## src/design/timer_pkg.sv

```systemverilog
// shared constants and types of the timer/counter
package timer_pkg;

   // ************************************************************
   // widths and sizes
   // ************************************************************
   localparam int CNT_W      = 16;
   localparam int PRE_W      = 10;
   localparam int PRE_SEL_W  = 4;
   localparam int SYNC_W     = 3;

   // ************************************************************
   // operating modes
   // ************************************************************
   typedef enum logic [1:0] {
      MODE_WATCHDOG = 2'b00,
      MODE_CTC      = 2'b01,
      MODE_FAST_PWM = 2'b10,
      MODE_PFC_PWM  = 2'b11
   } mode_t;

   // clock source select codes
   localparam logic CLK_SRC_SYS = 1'b0;
   localparam logic CLK_SRC_PIN = 1'b1;

   // ************************************************************
   // field positions of the event vector and synchroniser lanes
   // ************************************************************
   localparam int EV_OVF  = 0;
   localparam int EV_CMP  = 1;
   localparam int EV_CAP  = 2;
   localparam int EV_N    = 3;
   localparam int LANE_CLK = 0;
   localparam int LANE_CAP = 1;
   localparam int LANE_RST = 2;

   // ************************************************************
   // values after reset
   // ************************************************************
   localparam logic [CNT_W-1:0] CNT_RST  = 16'h0000;
   localparam logic [CNT_W-1:0] TOP_RST  = 16'hFFFF;
   localparam logic [CNT_W-1:0] CMP_RST  = 16'h0000;
   localparam logic [PRE_W-1:0] PRE_RST  = 10'h000;
   localparam logic [EV_N-1:0]  EV_RST   = 3'h0;
   localparam logic [SYNC_W-1:0] SYNC_RST = 3'h0;

endpackage

```

## src/design/hard_timer_counter_pwm.sv

```systemverilog
// 16-bit up/down timer/counter with compare, pwm and capture
`timescale 1ns/1ps
module hard_timer_counter_pwm #(
   parameter int CNT_W = timer_pkg::CNT_W,
   parameter int PRE_W = timer_pkg::PRE_W
) (
   input  wire logic                           clk,
   input  wire logic                           arst_n,
   input  wire logic                           count_clock_in,
   input  wire logic                           count_reset_n_in,
   input  wire logic                           reset_input_enable,
   input  wire logic                           capture_trigger_in,
   input  wire logic                           bus_mode,
   input  wire logic                           count_enable,
   input  wire logic                           clk_source_sel,
   input  wire logic [timer_pkg::PRE_SEL_W-1:0] prescale_sel,
   input  wire logic [1:0]                     mode_sel,
   input  wire logic                           count_down,
   input  wire logic [CNT_W-1:0]               top_value,
   input  wire logic [CNT_W-1:0]               compare_value,
   input  wire logic                           capture_enable,
   input  wire logic [timer_pkg::EV_N-1:0]     irq_mask,
   input  wire logic [timer_pkg::EV_N-1:0]     irq_clear,
   output logic                                irq_out,
   output logic                                wakeup_irq_out,
   output logic                                waveform_out,
   output logic [CNT_W-1:0]                    counter_value,
   output logic [CNT_W-1:0]                    capture_value_reg,
   output logic [timer_pkg::EV_N-1:0]          irq_status
);

   timer_pkg::mode_t          mode;
   logic [timer_pkg::SYNC_W-1:0] pin_level;
   logic [timer_pkg::SYNC_W-1:0] pin_rise;
   logic                      rst_ena_q;
   logic                      cfg_done_q;
   logic                      soft_rst;
   logic                      src_tick;
   logic [PRE_W-1:0]          pre_q;
   logic [PRE_W-1:0]          pre_mask;
   logic                      tick;
   logic [CNT_W-1:0]          top_q;
   logic [CNT_W-1:0]          cmp_q;
   logic                      up_q;
   logic                      pwm_mode;
   logic                      period_end;
   logic                      match;
   logic [CNT_W-1:0]          limit;
   logic [CNT_W-1:0]          cnt_d;
   logic                      up_d;
   logic [timer_pkg::EV_N-1:0] events;
   logic                      irq_d;

   // prescaler mask with the low sel bits set
   function automatic logic [PRE_W-1:0] low_mask(
      input logic [timer_pkg::PRE_SEL_W-1:0] sel
   );
      logic [PRE_W-1:0] m;
      m = '0;
      for (int i = 0; i < PRE_W; i++) begin
         if (i < int'(sel)) m[i] = 1'b1;
      end
      return m;
   endfunction

   assign mode = timer_pkg::mode_t'(mode_sel);
   assign pwm_mode = mode_sel[1];

   // ************************************************************
   // input synchronisers
   // ************************************************************
   // clock pin, capture pin and reset pin share one three-stage bank
   pin_sync #(
      .W     (timer_pkg::SYNC_W)
   ) u_sync (
      .clk   (clk),
      .arst_n(arst_n),
      .pin   ({count_reset_n_in, capture_trigger_in, count_clock_in}),
      .level (pin_level),
      .rise  (pin_rise)
   );

   // ************************************************************
   // configuration capture and reset input
   // ************************************************************
   // enable is caught once after release, then held for good
   always_ff @(posedge clk or negedge arst_n) begin
      if (!arst_n) begin
         cfg_done_q <= 1'b0;
         rst_ena_q  <= 1'b0;
      end else if (!cfg_done_q) begin
         cfg_done_q <= 1'b1;
         rst_ena_q  <= reset_input_enable;
      end
   end

   // synced reset pin acts only when the enable was loaded
   assign soft_rst = rst_ena_q & ~pin_level[timer_pkg::LANE_RST];

   // ************************************************************
   // clock source and prescaler
   // ************************************************************
   assign src_tick = (clk_source_sel == timer_pkg::CLK_SRC_PIN) ?
                     pin_rise[timer_pkg::LANE_CLK] : 1'b1;
   assign pre_mask = low_mask(prescale_sel);
   assign tick = count_enable & src_tick &
                 ((pre_q & pre_mask) == pre_mask);

   // divider cleared while disabled or in soft reset, advanced by each source tick
   always_ff @(posedge clk or negedge arst_n) begin
      if (!arst_n) begin
         pre_q <= timer_pkg::PRE_RST;
      end else if (soft_rst || !count_enable) begin
         pre_q <= timer_pkg::PRE_RST;
      end else if (src_tick) begin
         pre_q <= pre_q + 1'b1;
      end
   end

   // ************************************************************
   // buffered period and compare
   // ************************************************************
   // pwm modes update only at period end or in soft reset so a new period never
   // cuts a pulse short; other modes take new values at once
   always_ff @(posedge clk or negedge arst_n) begin
      if (!arst_n) begin
         top_q <= timer_pkg::TOP_RST;
         cmp_q <= timer_pkg::CMP_RST;
      end else if (soft_rst || !pwm_mode || (tick && period_end)) begin
         top_q <= top_value;
         cmp_q <= compare_value;
      end
   end

   // ************************************************************
   // counter next state
   // ************************************************************
   assign limit = (mode == timer_pkg::MODE_CTC) ? cmp_q : top_q;
   assign match = (counter_value == cmp_q);

   // period end and next count for each mode
   always_comb begin
      cnt_d      = counter_value;
      up_d       = up_q;
      period_end = 1'b0;
      case (mode)
         timer_pkg::MODE_WATCHDOG,
         timer_pkg::MODE_CTC: begin
            if (count_down) begin
               period_end = (counter_value == '0);
               cnt_d = period_end ? limit : counter_value - 1'b1;
            end else begin
               period_end = (counter_value >= limit);
               cnt_d = period_end ? '0 : counter_value + 1'b1;
            end
         end
         timer_pkg::MODE_FAST_PWM: begin
            period_end = (counter_value >= top_q);
            cnt_d = period_end ? '0 : counter_value + 1'b1;
         end
         timer_pkg::MODE_PFC_PWM: begin
            if (up_q) begin
               if (counter_value >= top_q) begin
                  up_d  = 1'b0;
                  cnt_d = (counter_value == '0) ? '0 :
                          counter_value - 1'b1;
               end else begin
                  cnt_d = counter_value + 1'b1;
               end
            end else begin
               if (counter_value == '0) begin
                  period_end = 1'b1; // bottom ends the period
                  up_d  = 1'b1;
                  cnt_d = (top_q == '0) ? '0 : 16'h0001;
               end else begin
                  cnt_d = counter_value - 1'b1;
               end
            end
         end
         default: begin
            cnt_d = counter_value;
         end
      endcase
   end

   // counter and direction registers
   always_ff @(posedge clk or negedge arst_n) begin
      if (!arst_n) begin
         counter_value <= timer_pkg::CNT_RST;
         up_q          <= 1'b1;
      end else if (soft_rst) begin
         counter_value <= timer_pkg::CNT_RST;
         up_q          <= 1'b1;
      end else if (tick) begin
         counter_value <= cnt_d;
         up_q          <= up_d;
      end
   end

   // ************************************************************
   // events and capture
   // ************************************************************
   assign events[timer_pkg::EV_OVF] = tick & period_end;
   assign events[timer_pkg::EV_CMP] = tick & match;
   // capture honoured only in non-pwm modes on the host bus
   assign events[timer_pkg::EV_CAP] = pin_rise[timer_pkg::LANE_CAP] &
                                      capture_enable & bus_mode &
                                      !pwm_mode;

   // time stamp of the capture edge
   always_ff @(posedge clk or negedge arst_n) begin
      if (!arst_n) begin
         capture_value_reg <= timer_pkg::CNT_RST;
      end else if (soft_rst) begin
         capture_value_reg <= timer_pkg::CNT_RST;
      end else if (events[timer_pkg::EV_CAP]) begin
         capture_value_reg <= counter_value;
      end
   end

   // sticky status; a new event wins over a clear in the same cycle
   always_ff @(posedge clk or negedge arst_n) begin
      if (!arst_n) begin
         irq_status <= timer_pkg::EV_RST;
      end else if (soft_rst) begin
         irq_status <= timer_pkg::EV_RST;
      end else begin
         irq_status <= (irq_status & ~irq_clear) | events;
      end
   end

   // ************************************************************
   // interrupt outputs
   // ************************************************************
   // the stand-alone overflow flag is the sticky overflow bit itself
   always_comb begin
      if (bus_mode) begin
         irq_d = |(irq_status & irq_mask);
      end else begin
         irq_d = irq_status[timer_pkg::EV_OVF];
      end
   end

   // both interrupt lines registered; wake-up mirrors the routed one
   always_ff @(posedge clk or negedge arst_n) begin
      if (!arst_n) begin
         irq_out        <= 1'b0;
         wakeup_irq_out <= 1'b0;
      end else if (soft_rst) begin
         irq_out        <= 1'b0;
         wakeup_irq_out <= 1'b0;
      end else begin
         irq_out        <= irq_d;
         wakeup_irq_out <= irq_d;
      end
   end

   // ************************************************************
   // waveform output
   // ************************************************************
   // pwm level comes from registered compare against the buffered
   // threshold, so the pin only moves on a clock edge
   always_ff @(posedge clk or negedge arst_n) begin
      if (!arst_n) begin
         waveform_out <= 1'b0;
      end else if (soft_rst) begin
         waveform_out <= 1'b0;
      end else begin
         case (mode)
            timer_pkg::MODE_WATCHDOG: begin
               if (events[timer_pkg::EV_OVF]) begin
                  waveform_out <= ~waveform_out;
               end
            end
            timer_pkg::MODE_CTC: begin
               if (events[timer_pkg::EV_CMP]) begin
                  waveform_out <= ~waveform_out;
               end
            end
            timer_pkg::MODE_FAST_PWM,
            timer_pkg::MODE_PFC_PWM: begin
               waveform_out <= (counter_value < cmp_q);
            end
            default: begin
               waveform_out <= 1'b0;
            end
         endcase
      end
   end

endmodule

```

## src/design/pin_sync.sv

```systemverilog
// three-stage input synchroniser with agreement filter and rise pulse
`timescale 1ns/1ps
module pin_sync #(
   parameter int W = 3
) (
   input  wire logic         clk,
   input  wire logic         arst_n,
   input  wire logic [W-1:0] pin,
   output logic      [W-1:0] level,
   output logic      [W-1:0] rise
);

   logic [W-1:0] s1_q;
   logic [W-1:0] s2_q;
   logic [W-1:0] s3_q;

   // ************************************************************
   // flop chain, first stage feeds only the second
   // ************************************************************
   always_ff @(posedge clk or negedge arst_n) begin
      if (!arst_n) begin
         s1_q <= '0;
         s2_q <= '0;
         s3_q <= '0;
      end else begin
         s1_q <= pin;
         s2_q <= s1_q;
         s3_q <= s2_q;
      end
   end

   // a change counts only once stages two and three agree
   always_ff @(posedge clk or negedge arst_n) begin
      if (!arst_n) begin
         level <= '0;
         rise  <= '0;
      end else begin
         for (int i = 0; i < W; i++) begin
            if (s2_q[i] == s3_q[i]) begin
               level[i] <= s3_q[i];
               rise[i]  <= s3_q[i] & ~level[i];
            end else begin
               rise[i]  <= 1'b0;
            end
         end
      end
   end

endmodule

```

## config.mk

```make
export PLATFORM = sky130hd
export DESIGN_NAME = hard_timer_counter_pwm
export DESIGN_NICKNAME = d
export VERILOG_FILES = /design/src/design/timer_pkg.sv /design/src/design/hard_timer_counter_pwm.sv /design/src/design/pin_sync.sv
export SDC_FILE = /design/constraint.sdc
export NUM_CORES = 1
export LEC_CHECK = 0
export BUFFER_PORTS_ARGS = -buffer_cell sky130_fd_sc_hd__buf_2
export CELL_PAD_IN_SITES_DETAIL_PLACEMENT = 1
export CELL_PAD_IN_SITES_GLOBAL_PLACEMENT = 2
export CORE_MARGIN = 5
export CORE_UTILIZATION = 39
export DETAILED_ROUTE_END_ITERATION = 8
export GPL_TIMING_DRIVEN = 0
export PLACE_DENSITY = 0.94
export REMOVE_ABC_BUFFERS = 1
export SLEW_MARGIN = 0
export SYNTH_ARGS = -nofsm -noshare
export SYNTH_HDL_FRONTEND = slang
export SYNTH_SLANG_ARGS = --single-unit
export TNS_END_PERCENT = 30
```

## constraint.sdc

```tcl
create_clock -name clk -period 4.5 [get_ports clk]
set_input_delay 0 -clock clk [delete_from_list [all_inputs] [get_ports clk]]
set_output_delay 0 -clock clk [all_outputs]
set_load 0.03 [all_outputs]
```

==> Yosys cells after proc, flatten, opt, wreduce, memory -nomap -nowiden <==
Cells that the tools add are included.
{ "word_totals": {"word_cells": 127, "reg_bits": 96} }
{ "op_classes": {"n_lt_le_gt_ge": 13, "muxes": 46, "n_addsub": 3, "n_eq_ne": 10, "n_bitwise": 19, "n_reduce_logical": 18} }
{ "op_table": {"columns": ["op", "n"], "rows": [
  ["2-to-1 mux 16 bit", 13],
  ["one-hot mux 16 bit (3 select lines)", 1],
  [">= comparator 16 bit", 2],
  ["logical NOT 16 bit", 2],
  ["2-to-1 mux 1 bit", 27],
  ["2-to-1 mux 10 bit", 2],
  ["adder 16 x 1 -> 16 bit (second input constant)", 1],
  ["equality test 16 bit", 1],
  ["less-than comparator 16 bit", 1],
  ["less-than comparator 3 x 4 -> 1 bit (first input constant)", 4],
  ["subtractor 16 x 1 -> 16 bit (second input constant)", 1],
  ["adder 10 x 1 -> 10 bit (second input constant)", 1],
  ["AND 1 bit", 10],
  ["AND 10 bit", 1],
  ["equality test 10 bit", 1],
  ["less-than comparator 1 x 4 -> 1 bit (first input constant)", 2],
  ["less-than comparator 2 x 4 -> 1 bit (first input constant)", 2],
  ["less-than comparator 4 bit (first input constant)", 2],
  ["nonzero test 2 bit", 4],
  ["AND 3 bit", 2],
  ["!= test 3 bit (second input constant)", 2],
  ["one-hot mux 1 bit (3 select lines)", 2],
  ["equality test 2 bit (second input constant)", 2],
  ["NOT 1 bit", 4],
  ["12 further kinds", 19]
]} }

==> Depth between registers and ports, before layout <==
{ "depth": {"ltp_word": 9, "ltp_mapped": 15, "mapped_depth_nobuf": 11} }

==> Cells and area by module <==
A second synthesis with hierarchy kept.
{ "unflattened": {"hier_cells": 737, "area_unflattened_um2": 6718.9} }
{ "modules_own_cells": {"columns": ["module", "area_per_inst_um2", "seq_area_each_um2", "cells_each", "instances"], "rows": [
  ["hard_timer_counter_pwm", 6279.8, 2073.2, 716, 1],
  ["pin_sync", 439.2, 375.4, 21, 1]
]} }

==> Worst setup path before layout <==
Ideal clock, no wire load.
{ "synth_timing": {"path_type": "register to register", "start": "register counter_value[0]", "end": "register cmp_q[0]", "setup_time_ns": 0.125, "setup_slack_ns": 1.418, "n_path_buf": 3, "arrival_ns": 2.957, "path_stages_with_launch": 13, "path_cell_list": "dfrtp_1 clkbuf_1 inv_1 ha_1 nand2b_1 a2111oi_0 or4_1 buf_2 nand3_2 o21ai_2 o211a_4 buf_6 mux2_4"} }
{ "synth_between": {"elab_chain_len": 6, "word_cells_on_any_way": 9, "cone_classes": "2 x order compare; 4 x mux; 3 x reduce/logical"} }
{ "synth_lines": {"columns": ["element", "line_no", "source"], "rows": [
  ["start, declared", "hard_timer_counter_pwm.sv:27", "output logic [CNT_W-1:0] counter_value,"],
  ["start signal, assigned", "hard_timer_counter_pwm.sv:189", "counter_value <= timer_pkg::CNT_RST;"],
  ["start signal, assigned", "hard_timer_counter_pwm.sv:192", "counter_value <= timer_pkg::CNT_RST;"],
  ["start signal, assigned", "hard_timer_counter_pwm.sv:195", "counter_value <= cnt_d;"],
  ["branches (longest 3 deep; another with >= comparator 16 bit)", null, null],
  ["one-hot mux 1 bit (3 select lines) *", "hard_timer_counter_pwm.sv:146", "case (mode)"],
  ["logical AND 1 bit *", "hard_timer_counter_pwm.sv:129", "end else if (soft_rst || !pwm_mode || (tick && period_end)) begin"],
  ["logical OR 1 bit *", "hard_timer_counter_pwm.sv:129", null],
  ["end signal, assigned", "hard_timer_counter_pwm.sv:128", "cmp_q <= timer_pkg::CMP_RST;"],
  ["end signal, assigned", "hard_timer_counter_pwm.sv:131", "cmp_q <= compare_value;"],
  ["end, declared", "hard_timer_counter_pwm.sv:43", "logic [CNT_W-1:0] cmp_q;"]
]} }
Every way passes the cells marked *.
A chain may end at the register's enable or synchronous reset.

==> Worst setup path after layout <==
{ "layout_timing": {"start": "register counter_value[3]", "end": "register cmp_q[14]"} }
Same word-level chain as after synthesis.

==> results_dict.tcl <==
set metrics [dict create \
    status "finished, final reports clean" \
    vias_per_cell 5.63 \
    synth_ff_type "dfrtp_1" \
    synth_commonest_cells "86 x nand2_1, 79 x dfrtp_1, 69 x a21oi_1, 55 x nor2_1, 52 x ha_1" \
    finalHoldViolations 0 \
    path_clk_slew_ns 0.07 \
    rsz0062_at_grt "false" \
    finalNonFillerCells 1087 \
    gp_congestion 0.857 \
    setup_viol 0 \
    syn_to_final_growth_pct 19.0 \
    grt_pass1_wl_mm 35.4 \
    cp-end-kind "register" \
    r2r-start "counter_value[3]" \
    insertion_delay_ns 0.36 \
    diodes 0 \
    worstPathBufferInverterCount 0 \
    place_area_sq_um 7410 \
    cts_tree "built" \
    critPathTopFamily "simple AND/OR/NAND/NOR gates" \
    drive_gt1_share_pct 21.3 \
    clock-sinks 96 \
    die_x_um 142 \
    vias 6125 \
    ys_warn_count 0 \
    place_hpwl_mm 15.6 \
    grt_max_degree 53 \
    fin_crit_sh_pct 89.8 \
    synth_edf_count 0 \
    synthArstFlopShare_pct 100 \
    dp_slack_ns -0.166 \
    tns_ns 0 \
    numCtsBuffers 9 \
    hp-class "primary input to register" \
    avgSynthCellArea_sq_um 9.04 \
    final_area_sq_um 8120 \
    yosysUniqueCellTypes 76 \
    fin_util_pct 47.1 \
    synth_top_cell_by_area "dfrtp_1" \
    io_buffer_count 92 \
    crit_fanout 32 \
    n_fill_cell 2024 \
    p_leak_uw 0.00381 \
    drt-pass1-iter-count 5 \
    synth_seq_cells 96 \
    synth_seq_area_share_pct 35.5 \
    grt.total_usage_pct 22.0 \
    cts_buffer_depth 2 \
    ioPinCount 93 \
    maxSlewHeadroom_pct 18.5 \
    antenna_left 0 \
    netlist_area_sq_um 6820 \
    path_class "register to register" \
    critPathArrivalTime_ns 4.29 \
    drc 0 \
    clock_tree.root_cell "clkbuf_16" \
    startpoint "counter_value[3]" \
    coreArea_sq_um 17200 \
    cpPeakStageDelay_ns 1.02 \
    slew_violations 0 \
    synth_top_area_share_pct 29.0 \
    die_area_sq_um 20200 \
    max_freq_mhz 247 \
    crit_path_cell_trace "nor3_1, nand4_1, o21ai_1, o21ai_2, o211a_4, mux2_4" \
    grt_pass1_vias 6626 \
    rows 48 \
    start_util_pct 39.6 \
    period_needed_ns 4.04 \
    final.setup_skew_ns 0.00747 \
    multiInputGateArea_sq_um 4020 \
    drt-initial-drc-count 280 \
    worstMarginPinSlew_ns 1.22 \
    placed_cells 1028 \
    htree_levels 3 \
    final_net_count 964 \
    startpoint_type "register" \
    antenna_found_initial 0 \
    die_h_um 142 \
    vdd_drop_max_mv 0.192 \
    required_ns 4.75 \
    p_per_area_nw_per_um2 294 \
    wl_per_cell_um 19.9 \
    cp_slowest_cell "nand4_1" \
    post-synth-top-count-cell "nand2_1" \
    syn_inst 755 \
    seq_area_sq_um 2420 \
    wl_mm 21.7 \
    grt-ovfl-total 0 \
    ys_top_cells_by_area "dfrtp_1 29%, ha_1 9.5%, mux2_4 6.6%, dfstp_2 6.5%, a21oi_1 5.1%" \
    hold_start "clk_source_sel" \
    setup_slack_ns 0.459 \
    maxCapViolCount 0 \
]
cells by family (layout without fill, tap and decap cells):
group           count (synthesis)  after routing  synth area share, %
buf+inv                        94            200                 5.81
other cells                     1              1               0.0550
simple gates                  252            253                 18.0
xor+xnor                       29             29                 3.72
flops                          96             96                 35.5
compound gates                180            180                 17.5
mux                            48             48                 9.35
fa+ha+maj                      55             55                 9.98
layout by cell type (no fill, tap or decap), types with 12 or more instances in the layout:
| cell | netlist | routed |
|---|---|---|
| nand3_1 | 20 | 20 |
| buf_2 | 11 | 91 |
| dfstp_2 | 17 | 17 |
| nor2_1 | 55 | 55 |
| nand2_1 | 86 | 86 |
| ha_1 | 52 | 52 |
| inv_1 | 46 | 46 |
| a21oi_1 | 69 | 69 |
| dfrtp_1 | 79 | 79 |
| nor3_1 | 13 | 12 |
| dlygate4sd3_1 | 0 | 42 |
| nand4_1 | 20 | 21 |
| xnor2_1 | 19 | 19 |
| mux2_4 | 30 | 30 |
| mux2i_1 | 12 | 12 |
| o21ai_0 | 27 | 27 |
report_power, final:
part | leakage, uW | total, uW | internal [uW] | switching, uW
Combinational | 0.00247 | 628 | 266 | 361
Clock | 0.000139 | 758 | 392 | 365
Sequential | 0.00121 | 999 | 928 | 71.4
metal layers:
layer  track usage, %  part of all wire (%)  vias up
met1             28.0                    44     3036
met4             6.16                   1.9        0
met2             38.3                    50      147
met3             4.07                   4.2       33
met5                0                     0        -
li1                 -                     -     2909
cell type report:
type	instances	share of cell area (%)
clock buffers	10	2.94
clock inverters	6	0.539
inverters	47	2.17
multi-input cells	566	49.5
flip-flops and latches	96	29.8
well taps	225	3.47
repair buffers	137	11.5
final timing paths:
kind                                        end  slack, ns  depth (start not counted)
max in group asynchronous              top_q[2]       3.54                          3
worst max-delay path                  cmp_q[14]       0.46                          6
worst min register to register   u_sync.s2_q[0]       0.35                          0
worst min-delay path                   pre_q[0]       0.15                          4
min in group asynchronous       u_sync.level[0]       0.21                          2
worst max register to register        cmp_q[14]       0.46                          6
timing repair:
| action | 4_1_cts | 5_1_grt |
|---|---|---|
| setup endpoints to repair | 0 | 2 |
| resized for setup | 0 | 1 |
| hold endpoints to repair | 81 | 0 |
| buffers inserted | 0 | 0 |
| hold buffers | 42 | 0 |
worst min-delay path, delay by kind of cell:
family        cells  cell delay [ns]
xor+xnor          1             0.19
buf+inv           1             0.08
simple gates      2             0.21
metrics by stage:
step                      power [uW]  hold WS, ns
after floorplan                 1400       -0.296
after global placement          1580        0.109
after detailed placement        1610       0.0763
after CTS                       2400        0.141
after global routing            2520        0.165
final                           2380        0.145
Note: power is estimated with default switching activity, not from simulation.
